==> src/rsq_cfg.svh <==
// Constants of the reset sequencer and clock control block.
// Assumes inclusion by bare name from every file that needs a figure.
`ifndef RSQ_CFG_SVH
`define RSQ_CFG_SVH

// ***********************************************
// Register indices (byte address = 4 * index)
// ***********************************************
`define RSQ_IDX_TRIM_CTL  6'h35
`define RSQ_IDX_CLK_CTL   6'h3a
`define RSQ_IDX_TRIM_HI   6'h3b
`define RSQ_IDX_FLAGS     6'h3c

// ***********************************************
// Field positions and reset values
// ***********************************************
`define RSQ_LAT_BIT       1
`define RSQ_PGM_BIT       0
`define RSQ_CLKOUT_BIT    1
`define RSQ_SLOW_BIT      0
`define RSQ_WDF_BIT       4
`define RSQ_LSF_BIT       2
`define RSQ_TRIM_HI_RST   8'hff
`define RSQ_VEC_LO        16'hfffe
`define RSQ_VEC_HI        16'hffff

// ***********************************************
// Timing
// ***********************************************
`define RSQ_CLK_PERIOD_NS 40
`define RSQ_DELAY_SHORT   256
`define RSQ_DELAY_LONG    4096
`define RSQ_FETCH_CYCLES  2
`define RSQ_SLOW_DIV      32
`define RSQ_WD_PULSE_NS   2000
`define RSQ_WD_PULSE_CYC  ((`RSQ_WD_PULSE_NS + `RSQ_CLK_PERIOD_NS - 1) / `RSQ_CLK_PERIOD_NS)
`define RSQ_PROG_TIME_NS  5000000
`define RSQ_PROG_CYC      ((`RSQ_PROG_TIME_NS + `RSQ_CLK_PERIOD_NS - 1) / `RSQ_CLK_PERIOD_NS)

`endif

==> src/rsq_pkg.sv <==
// Types shared by the reset sequencer modules.
// Assumes nothing beyond the compile order.
package rsq_pkg;

  // ***********************************************
  // Sequencer phases
  // ***********************************************
  typedef enum logic [1:0] {
    RSQ_ACTIVE,
    RSQ_DELAY,
    RSQ_FETCH,
    RSQ_RUN
  } rsq_state_t;

endpackage : rsq_pkg

==> src/rsq_link_if.sv <==
// Carrier between the sequencer core, its synchroniser and its divider.
// Assumes all three run on the same system clock.
`timescale 1ns/1ps
interface rsq_link_if;
  logic async_req;
  logic pin_raw;
  logic supply_low_raw;
  logic req_sync;
  logic pin_sync;
  logic supply_low_sync;
  logic slow_sel;
  logic clk_out_en;
  logic cpu_tick;
  logic clk_out;

  modport sync_mp (input async_req, pin_raw, supply_low_raw, output req_sync, pin_sync, supply_low_sync);
  modport div_mp  (input slow_sel, clk_out_en, output cpu_tick, clk_out);
  modport core_mp (output async_req, pin_raw, supply_low_raw, slow_sel, clk_out_en,
                   input req_sync, pin_sync, supply_low_sync, cpu_tick, clk_out);
endinterface : rsq_link_if

==> src/rsq_sync.sv <==
// Reset request synchroniser and two-flop input synchronisers.
// Assumes async_req is glitch-free enough to act as an asynchronous set.
`timescale 1ns/1ps
module rsq_sync (
  // Clock and reset
  input  wire logic    sys_clk_in,
  input  wire logic    reset_in,
  // Link to core
  rsq_link_if.sync_mp  lk
);
  import rsq_pkg::*;

  logic req_meta_r;
  logic req_q_r;
  logic pin_meta_r;
  logic pin_q_r;
  logic sup_meta_r;
  logic sup_q_r;
  wire  req_rst = reset_in | lk.async_req;

  // Set at once, released only through two clock edges
  always_ff @(posedge sys_clk_in or posedge req_rst)
  begin
    if (req_rst)
    begin
      req_meta_r <= 1'b1;
      req_q_r    <= 1'b1;
    end
    else
    begin
      req_meta_r <= 1'b0;
      req_q_r    <= req_meta_r;
    end
  end

  always_ff @(posedge sys_clk_in or posedge reset_in)
  begin
    if (reset_in)
    begin
      pin_meta_r <= 1'b1;
      pin_q_r    <= 1'b1;
      sup_meta_r <= 1'b1;
      sup_q_r    <= 1'b1;
    end
    else
    begin
      pin_meta_r <= lk.pin_raw;
      pin_q_r    <= pin_meta_r;
      sup_meta_r <= lk.supply_low_raw;
      sup_q_r    <= sup_meta_r;
    end
  end

  assign lk.req_sync        = req_q_r;
  assign lk.pin_sync        = pin_q_r;
  assign lk.supply_low_sync = sup_q_r;
endmodule : rsq_sync

==> src/rsq_clk_div.sv <==
// Slow-mode CPU clock enable and clock output generator.
// Assumes slow_sel and clk_out_en come from registers on the same clock.
`timescale 1ns/1ps
`include "rsq_cfg.svh"
module rsq_clk_div #(
  parameter int unsigned DIV = `RSQ_SLOW_DIV
) (
  // Clock and reset
  input  wire logic   sys_clk_in,
  input  wire logic   reset_in,
  // Link to core
  rsq_link_if.div_mp  lk
);
  import rsq_pkg::*;

  localparam int DW = $clog2(DIV);

  if (DIV < 2 || (1 << DW) != DIV)
  begin : g_chk
    $error("DIV must be a power of two of at least two");
  end

  logic [DW-1:0] cnt_r;
  logic          tick_r;
  logic          out_r;
  wire           last = (cnt_r == DW'(DIV - 1));

  // Output toggles per CPU tick, so it shows f_cpu/2; a flop cannot show f_osc itself
  always_ff @(posedge sys_clk_in or posedge reset_in)
  begin
    if (reset_in)
    begin
      cnt_r  <= '0;
      tick_r <= 1'b0;
      out_r  <= 1'b0;
    end
    else
    begin
      cnt_r  <= DW'(cnt_r + 1'b1);
      tick_r <= lk.slow_sel ? last : 1'b1;
      out_r  <= lk.clk_out_en ? (out_r ^ tick_r) : 1'b0;
    end
  end

  assign lk.cpu_tick = tick_r;
  assign lk.clk_out  = out_r;
endmodule : rsq_clk_div

==> src/rsq_reset_seq.sv <==
// Reset sequencer with clock and trim control registers behind classic Wishbone.
// Assumes a same-clock watchdog and illegal-opcode pulse, and an open-drain reset pin.
//
// The register addresses and the Wishbone register port were left to the implementer.
`timescale 1ns/1ps
`include "rsq_cfg.svh"
module rsq_reset_seq #(
  parameter int unsigned DELAY_SHORT = `RSQ_DELAY_SHORT,
  parameter int unsigned DELAY_LONG  = `RSQ_DELAY_LONG,
  parameter int unsigned WD_PULSE    = `RSQ_WD_PULSE_CYC,
  parameter int unsigned PROG_CYCLES = `RSQ_PROG_CYC
) (
  // Clock and reset
  input  wire logic        sys_clk_in,
  input  wire logic        reset_in,
  // Wishbone slave
  input  wire logic        wb_cyc_in,
  input  wire logic        wb_stb_in,
  input  wire logic        wb_we_in,
  input  wire logic [7:0]  wb_adr_in,
  input  wire logic [3:0]  wb_sel_in,
  input  wire logic [31:0] wb_dat_in,
  output logic      [31:0] wb_dat_out,
  output logic             wb_ack_out,
  // Reset pin, open drain
  input  wire logic        rst_pin_in,
  output logic             rst_pin_out,
  output logic             rst_pin_oe_n_out,
  // Reset sources and options
  input  wire logic        supply_low_in,
  input  wire logic        supply_det_en_in,
  input  wire logic        wd_underflow_in,
  input  wire logic        illegal_op_in,
  input  wire logic        slow_clk_src_in,
  // CPU side
  output logic             cpu_reset_out,
  output logic             vec_fetch_out,
  output logic      [15:0] vec_addr_out,
  output logic             cpu_clk_en_out,
  // Clock output and trim
  output logic             clk_out_out,
  output logic             clk_out_en_out,
  output logic      [7:0]  trim_high_out,
  output logic             trim_latch_out,
  output logic             trim_prog_out
);
  import rsq_pkg::*;

  localparam int CW = $clog2(DELAY_LONG + 1);
  localparam int WW = $clog2(WD_PULSE + 1);
  localparam int PW = $clog2(PROG_CYCLES + 1);
  localparam int FW = 2;

  // The pin pulse check below counts eight cycles, so shorter watchdog pulses are refused
  if (DELAY_SHORT < 1 || DELAY_SHORT > DELAY_LONG || WD_PULSE < 8 || PROG_CYCLES < 1)
  begin : g_chk
    $error("Counts must be nonzero, the watchdog pulse at least eight, the short delay not above the long");
  end

  // ***********************************************
  // Submodules
  // ***********************************************
  rsq_link_if lk ();

  rsq_sync u_sync (
    .sys_clk_in (sys_clk_in),
    .reset_in   (reset_in),
    .lk         (lk)
  );

  rsq_clk_div u_div (
    .sys_clk_in (sys_clk_in),
    .reset_in   (reset_in),
    .lk         (lk)
  );

  // ***********************************************
  // State
  // ***********************************************
  rsq_state_t    state_r;
  rsq_state_t    state_nxt;
  logic [CW-1:0] dly_cnt_r;
  logic [CW-1:0] dly_cnt_nxt;
  logic [FW-1:0] fch_cnt_r;
  logic [FW-1:0] fch_cnt_nxt;
  logic [WW-1:0] wdp_cnt_r;
  logic [WW-1:0] wdp_cnt_nxt;
  logic [PW-1:0] prog_cnt_r;
  logic          int_cause_r;
  logic          int_cause_nxt;
  logic          mask_r;
  logic          oe_n_r;
  logic          cpu_reset_r;
  logic          vec_fetch_r;
  logic [15:0]   vec_addr_r;
  logic          lat_r;
  logic          pgm_r;
  logic          clkout_en_r;
  logic          slow_r;
  logic [7:0]    trim_hi_r;
  logic          wdf_r;
  logic          lsf_r;
  logic          ack_r;
  logic [7:0]    rd_byte_r;

  // The pin reads low while we drive it; the mask keeps that from retriggering us
  assign lk.async_req      = ~rst_pin_in & ~mask_r;
  assign lk.pin_raw        = rst_pin_in;
  assign lk.supply_low_raw = supply_low_in;
  assign lk.slow_sel       = slow_r;
  assign lk.clk_out_en     = clkout_en_r;

  // ***********************************************
  // Source decode
  // ***********************************************
  wire           lvd_on    = lk.supply_low_sync & supply_det_en_in;
  wire           int_src   = lvd_on | wd_underflow_in | illegal_op_in;
  wire           src_any   = lk.req_sync | int_src;
  wire [CW-1:0]  dly_lim   = slow_clk_src_in ? CW'(DELAY_SHORT) : CW'(DELAY_LONG);
  wire           dly_last  = (dly_cnt_r == CW'(dly_lim - 1'b1));
  wire           fch_last  = (fch_cnt_r == FW'(`RSQ_FETCH_CYCLES - 1));

  // ***********************************************
  // Sequencer
  // ***********************************************
  always_comb
  begin
    state_nxt   = state_r;
    dly_cnt_nxt = dly_cnt_r;
    fch_cnt_nxt = fch_cnt_r;
    if (src_any)
    begin
      state_nxt   = RSQ_ACTIVE;
      dly_cnt_nxt = '0;
    end
    else
    begin
      unique case (state_r)
        RSQ_ACTIVE:
        begin
          state_nxt   = RSQ_DELAY;
          dly_cnt_nxt = '0;
        end
        RSQ_DELAY:
        begin
          if (dly_last)
          begin
            state_nxt   = RSQ_FETCH;
            fch_cnt_nxt = '0;
          end
          else
            dly_cnt_nxt = CW'(dly_cnt_r + 1'b1);
        end
        RSQ_FETCH:
          if (fch_last)
            state_nxt = RSQ_RUN;
          else
            fch_cnt_nxt = FW'(fch_cnt_r + 1'b1);
        RSQ_RUN: state_nxt = RSQ_RUN;
      endcase
    end
  end

  // Pin drive: internal cause in active phase, all of delay, and the watchdog pulse
  assign int_cause_nxt = int_src ? 1'b1 : (state_nxt == RSQ_ACTIVE) & int_cause_r & ~lk.req_sync;
  assign wdp_cnt_nxt   = wd_underflow_in ? WW'(WD_PULSE) : (wdp_cnt_r != '0) ? WW'(wdp_cnt_r - 1'b1) : '0;
  wire   drive_nxt     = ((state_nxt == RSQ_ACTIVE) & int_cause_nxt) | (state_nxt == RSQ_DELAY)
                         | (wdp_cnt_nxt != '0);
  wire   mask_nxt      = drive_nxt | (mask_r & ~lk.pin_sync);
  wire   fetch_nxt     = (state_nxt == RSQ_FETCH);
  wire   [15:0] vec_nxt = (fch_cnt_nxt == '0) ? `RSQ_VEC_LO : `RSQ_VEC_HI;

  always_ff @(posedge sys_clk_in or posedge reset_in)
  begin
    if (reset_in)
    begin
      state_r     <= RSQ_ACTIVE;
      dly_cnt_r   <= '0;
      fch_cnt_r   <= '0;
      wdp_cnt_r   <= '0;
      int_cause_r <= 1'b0;
      mask_r      <= 1'b0;
      oe_n_r      <= 1'b1;
      cpu_reset_r <= 1'b1;
      vec_fetch_r <= 1'b0;
      vec_addr_r  <= '0;
    end
    else
    begin
      state_r     <= state_nxt;
      dly_cnt_r   <= dly_cnt_nxt;
      fch_cnt_r   <= fch_cnt_nxt;
      wdp_cnt_r   <= wdp_cnt_nxt;
      int_cause_r <= int_cause_nxt;
      mask_r      <= mask_nxt;
      oe_n_r      <= ~drive_nxt;
      cpu_reset_r <= (state_nxt != RSQ_RUN);
      vec_fetch_r <= fetch_nxt;
      vec_addr_r  <= fetch_nxt ? vec_nxt : '0;
    end
  end

  // ***********************************************
  // Wishbone decode
  // ***********************************************
  wire       req      = wb_cyc_in & wb_stb_in;
  wire       acc      = req & ack_r;
  wire       wr_lane  = acc & wb_we_in & wb_sel_in[0];
  wire       rd_acc   = acc & ~wb_we_in;
  wire [5:0] idx      = wb_adr_in[7:2];
  wire       hit_tc   = (idx == `RSQ_IDX_TRIM_CTL);
  wire       hit_cc   = (idx == `RSQ_IDX_CLK_CTL);
  wire       hit_th   = (idx == `RSQ_IDX_TRIM_HI);
  wire       hit_fl   = (idx == `RSQ_IDX_FLAGS);
  wire       wr_tc    = wr_lane & hit_tc;
  wire       wr_cc    = wr_lane & hit_cc;
  wire       wr_th    = wr_lane & hit_th;
  wire       wr_fl    = wr_lane & hit_fl;
  wire       rd_fl    = rd_acc & hit_fl;
  wire [7:0] rd_byte  = hit_tc ? {6'h00, lat_r, pgm_r}
                      : hit_cc ? {6'h00, clkout_en_r, slow_r}
                      : hit_th ? trim_hi_r
                      : hit_fl ? {3'h0, wdf_r, 1'b0, lsf_r, 2'h0}
                      : 8'h00;

  always_ff @(posedge sys_clk_in or posedge reset_in)
  begin
    if (reset_in)
    begin
      ack_r     <= 1'b0;
      rd_byte_r <= 8'h00;
    end
    else
    begin
      ack_r     <= req & ~ack_r;
      rd_byte_r <= (req & ~ack_r) ? rd_byte : 8'h00;
    end
  end

  // ***********************************************
  // Control registers
  // ***********************************************
  // A reset mid-programming abandons the cycle; stored trim data is then undefined
  wire prog_done = pgm_r & (prog_cnt_r == PW'(PROG_CYCLES - 1));
  wire pgm_nxt   = cpu_reset_r ? 1'b0 : prog_done ? 1'b0 : wr_tc ? wb_dat_in[`RSQ_PGM_BIT] : pgm_r;
  wire lat_nxt   = cpu_reset_r ? 1'b0 : prog_done ? 1'b0
                 : wr_tc ? (wb_dat_in[`RSQ_LAT_BIT] | (lat_r & pgm_r)) : lat_r;
  // Flag sets win over software clears; supply reset beats the watchdog
  wire wdf_nxt   = lvd_on ? 1'b0 : wd_underflow_in ? 1'b1
                 : (wr_fl & ~wb_dat_in[`RSQ_WDF_BIT]) ? 1'b0 : wdf_r;
  wire lsf_nxt   = lvd_on ? 1'b1 : rd_fl ? 1'b0 : lsf_r;

  always_ff @(posedge sys_clk_in or posedge reset_in)
  begin
    if (reset_in)
    begin
      lat_r       <= 1'b0;
      pgm_r       <= 1'b0;
      prog_cnt_r  <= '0;
      clkout_en_r <= 1'b0;
      slow_r      <= 1'b0;
      trim_hi_r   <= `RSQ_TRIM_HI_RST;
      wdf_r       <= 1'b0;
      lsf_r       <= 1'b0;
    end
    else
    begin
      lat_r       <= lat_nxt;
      pgm_r       <= pgm_nxt;
      prog_cnt_r  <= pgm_r ? PW'(prog_cnt_r + 1'b1) : '0;
      clkout_en_r <= cpu_reset_r ? 1'b0 : wr_cc ? wb_dat_in[`RSQ_CLKOUT_BIT] : clkout_en_r;
      slow_r      <= cpu_reset_r ? 1'b0 : wr_cc ? wb_dat_in[`RSQ_SLOW_BIT] : slow_r;
      trim_hi_r   <= cpu_reset_r ? `RSQ_TRIM_HI_RST : wr_th ? wb_dat_in[7:0] : trim_hi_r;
      wdf_r       <= wdf_nxt;
      lsf_r       <= lsf_nxt;
    end
  end

  // ***********************************************
  // Outputs
  // ***********************************************
  assign wb_dat_out       = {24'h000000, rd_byte_r};
  assign wb_ack_out       = ack_r;
  assign rst_pin_out      = 1'b0;
  assign rst_pin_oe_n_out = oe_n_r;
  assign cpu_reset_out    = cpu_reset_r;
  assign vec_fetch_out    = vec_fetch_r;
  assign vec_addr_out     = vec_addr_r;
  assign cpu_clk_en_out   = lk.cpu_tick;
  assign clk_out_out      = lk.clk_out;
  assign clk_out_en_out   = clkout_en_r;
  assign trim_high_out    = trim_hi_r;
  assign trim_latch_out   = lat_r;
  assign trim_prog_out    = pgm_r;

  logic [CW:0] dly_len_r;
  always_ff @(posedge sys_clk_in or posedge reset_in)
  begin
    if (reset_in)
      dly_len_r <= '0;
    else
      dly_len_r <= (state_r == RSQ_DELAY) ? (CW + 1)'(dly_len_r + 1'b1) : '0;
  end
endmodule : rsq_reset_seq

==> config.mk <==
export PLATFORM = sky130hd
export DESIGN_NAME = rsq_reset_seq
export DESIGN_NICKNAME = d
export VERILOG_FILES = /design/src/rsq_pkg.sv /design/src/rsq_link_if.sv /design/src/rsq_sync.sv /design/src/rsq_clk_div.sv /design/src/rsq_reset_seq.sv
export VERILOG_INCLUDE_DIRS = /design/src
export SDC_FILE = /design/constraint.sdc
export NUM_CORES = 1
export LEC_CHECK = 0
export BUFFER_PORTS_ARGS = -buffer_cell sky130_fd_sc_hd__buf_2
export CAP_MARGIN = 10
export CORE_ASPECT_RATIO = 1.5
export CORE_MARGIN = 8
export CORE_UTILIZATION = 57
export CTS_BUF_LIST = sky130_fd_sc_hd__clkbuf_16
export DETAILED_ROUTE_END_ITERATION = 16
export GPL_TIMING_DRIVEN = 0
export PLACE_DENSITY = 0.86
export SLEW_MARGIN = 15
export SYNTH_ARGS = -nofsm -noshare
export SYNTH_HDL_FRONTEND = slang
export SYNTH_SLANG_ARGS = --single-unit
==> constraint.sdc <==
create_clock -name sys_clk_in -period 3.4 [get_ports sys_clk_in]
set_input_delay 0.34 -clock sys_clk_in [delete_from_list [all_inputs] [get_ports sys_clk_in]]
set_output_delay 0.34 -clock sys_clk_in [all_outputs]
set_load 0.1 [all_outputs]
==> results by group <==
Layout
  – Layout Nets: 592
  – Antenna cell count: 0
  – Final instance area: 5320 um^2
  – Share of layout cells above drive strength 1: 31.9%
  – Synth-to-Final Area Change: 19.6%

Critical path
  – CP endpoint kind: flip-flop
  – CP Class: reg -> reg
  – Startpoint types: flip-flop
  – Crit-path cells: inv_1, ha_1, clkbuf_1, inv_1, a21oi_2, a21o_1, o41ai_2
  – Worst EP arrival: about 2.4 ns
  – R2R Setup Slk: 1.18 ns
  – Worst path slowest cell: dfrtp_1
  – Worst Path Required: 3.62 ns
  – Critical path's most frequent cell: inv_1
  – R2r worst-path depth: 7
  – Largest stage delay, worst path: approximately 0.44 ns
  – Crit Path Max Fanout: 9
  – RR Endpoint: int_cause_r
  – Reg2Reg Launch Point: state_r[1]

Route
  – WL per Instance: approximately 16 um
  – Vias per cell: 5.53
  – DRT iter0 DRCs: ~260
  – DRC viols: 0
  – Vias: 3492
  – WL final: roughly 10 mm
  – DR pass1 iterations: 5
  – Post-route ant nets: 0

Floorplanning
  – IO Pins: approximately 120
  – Core Area: between 7000 and 8000 um^2
  – Initial Util: 58.4%
  – Die X: about 88 um
  – Row count: 39
  – Die ar.: 10900 um^2
  – Chip height: 124 um

Logic synthesis
  – Post-synth EDFFs: 0
  – Avg Synthesized Cell Area: 10.5 um^2
  – Ys flop type: dfrtp_1
  – Yosys reg bits: 82
  – Yosys top cell area share: around 37%
  – Ys async rst share: 100%
  – Mapped Cells: 422
  – Distinct cells, synth: 72
  – Commonest cells in the synthesized netlist: dfrtp_1 (66), buf_4 (41), nand2_1 (27)
  – Register area share after synthesis: 46.6%
  – Synth warnings: 0
  – Most common cell in the netlist: dfrtp_1
  – Synth area leader: dfrtp_1
  – Post-synthesis cell area: 4450 um^2
  – Most area-consuming cells after synthesis: dfrtp_1 (37%), dfstp_2 (9.5%), buf_4 (6.9%), ha_1 (3.4%), nand3_1 (2.5%)

Clock network
  – Clock-pin transition on the worst setup and hold timing paths: 0.06 ns
  – Clk sinks: 82
  – CTS max path bufs: 2
  – Root Buffer: clkbuf_16
  – Cts bufs inserted: 9
  – TritonCTS clock tree: done
  – H-tree depth: 3
  – Post-CTS Repair Setup Buffers: 0
  – Clk_lat worst skew: 0.34 ns

STA
  – RSZ-0062 raised after global routing: false
  – Final hold violation count: 0
  – Final clock skew: around 0.0064 ns
  – Final slew viol count: 0
  – Total negative setup slack: 0 ns
  – Final worst slack: 1.18 ns
  – Clock period minus worst slack: 2.22 ns
  – Slew @ Worst Pin: 0.711 ns
  – Fmax: 450 MHz
  – Final count of negative-setup-slack endpoints: 0
  – Tcrit/Tclk final: 65.3%
  – Worst relative slew slack: 52.6%

Global routing
  – Antenna violations before repair: 0
  – First-pass GRT wire length: 16.4 mm
  – Gr usage total: 19.2%
  – Grt ovf: 0
  – Vias in the first global route: between 3000 and 4000
  – Pin count of the biggest net entering global routing: between 60 and 70

Flow run
  – Max cap viols: 0

Worst hold path
  – Worst min-delay path class: in -> reg
  – Hold Crit Start: supply_low_in
  – Min-Delay Endpoint: u_sync.sup_meta_r
  – Hold depth: 1

Place
  – Placed Area: 5020 um^2
  – Hpwl dp: 7.38 mm
  – Routability congestion estimate from global placement: 0.855
  – Dpl ws: 1.26 ns
  – PortBufs: 65

Pwr
  – Leak Pwr: 2.45 nW
  – Peak supply drop: between 0.3 and 0.4 mV
  – Pwr/cell area: about 420 nW/um^2

Run status
  – Status: finished clean
-- flip-flops by register name, indices dropped and copies added, names as in the netlist, 2 cells and up --
signal,count
state_r,2
dly_cnt_r,13
rd_byte_r,8
fch_cnt_r,2
u_div.cnt_r,5
vec_addr_out,2
wdp_cnt_r,6
trim_high_out,8
prog_cnt_r,17
-- through the flow --
step / power (mW) / cells / hold WS [ns] / utilization, %
floorplan: 1.24 / 447 / 0.334 / -
global placement: 1.28 / 614 / 0.346 / 65.6
detailed placement: 1.29 / 615 / 0.305 / 66.0
CTS: 2.23 / 631 / 0.0961 / 69.9
global route: 2.30 / 631 / 0.0926 / 69.9
finish: 2.22 / 631 / 0.102 / 69.9
-- cells in the final DEF (no fill, tap or decap), types with 6 or more instances in the layout --
cell type and n:
xor2_1 6, buf_4 41, nor2b_1 13, inv_1 15, and2_1 17, a211o_1 8
nor3_1 13, clkbuf_16 9, o21ai_0 11, buf_2 67, nor2_1 22, a21oi_1 12
conb_1 26, nand2_1 27, dfrtp_1 66, ha_1 12, xnor2_1 10, nand3_1 22
nand2b_1 8, dfstp_2 16
-- per-layer routing --
layer	GRT usage, %	up-vias	share of wire, %
met2	34.6	128	53
met4	8.82	0	2.1
met3	4.89	22	6.8
met1	20.5	1691	38
met5	0	-	0
li1	-	1651	-
-- area by class of cell --
type                    instances  area, um^2
repair buffers                 67         363
clock inverters                 6        58.8
multi-input cells             300        2050
flip-flops and latches         82        2070
inverters                      15        58.8
fillers                       576        2290
clock buffers                   9         225
plain buffers                  50         359
well taps                     102         128
-- how the worst max path moves through the flow --
stage	from	end	slack (ns)
2_1_floorplan	reset_in	clk_out_en_out	1.03
3_3_place_gp	reset_in	u_div.cnt_r[3]	0.13
3_5_place_dp	state_r[1]	int_cause_r	1.26
4_1_cts	state_r[1]	int_cause_r	1.24
5_1_grt	state_r[1]	int_cause_r	1.07
6_report	state_r[1]	int_cause_r	1.18
-- cells by family (layout without fill, tap and decap cells) --
family	Yosys count	count (layout)	share of synthesized area (%)
compound gates	75	75	14.3
mux	7	7	1.63
buf+inv	65	147	9.34
fa+ha+maj	12	12	3.38
other cells	1	26	0.0843
xor+xnor	16	16	3.15
flops	82	82	46.6
simple gates	164	164	21.5
-- critical path, delay by kind of cell, from the launching register on --
family,cells,cell delay [ns]
fa+ha+maj,1,0.15
buf+inv,3,0.66
flops,1,0.44
compound gates,3,0.83
-- what timing repair did --
action | 4_1_cts | 5_1_grt
hold endpoints to repair | 14 | 0
hold buffers | 1 | 0
gates resized for setup | 0 | 0
-- where the power goes --
group	switching (mW)	total, mW	internal (mW)
clock network	0.388	0.948	0.560
registers	0.0145	1.01	0.994
logic	0.203	0.269	0.0652
No activity file was read; power rests on OpenSTA's default activity.
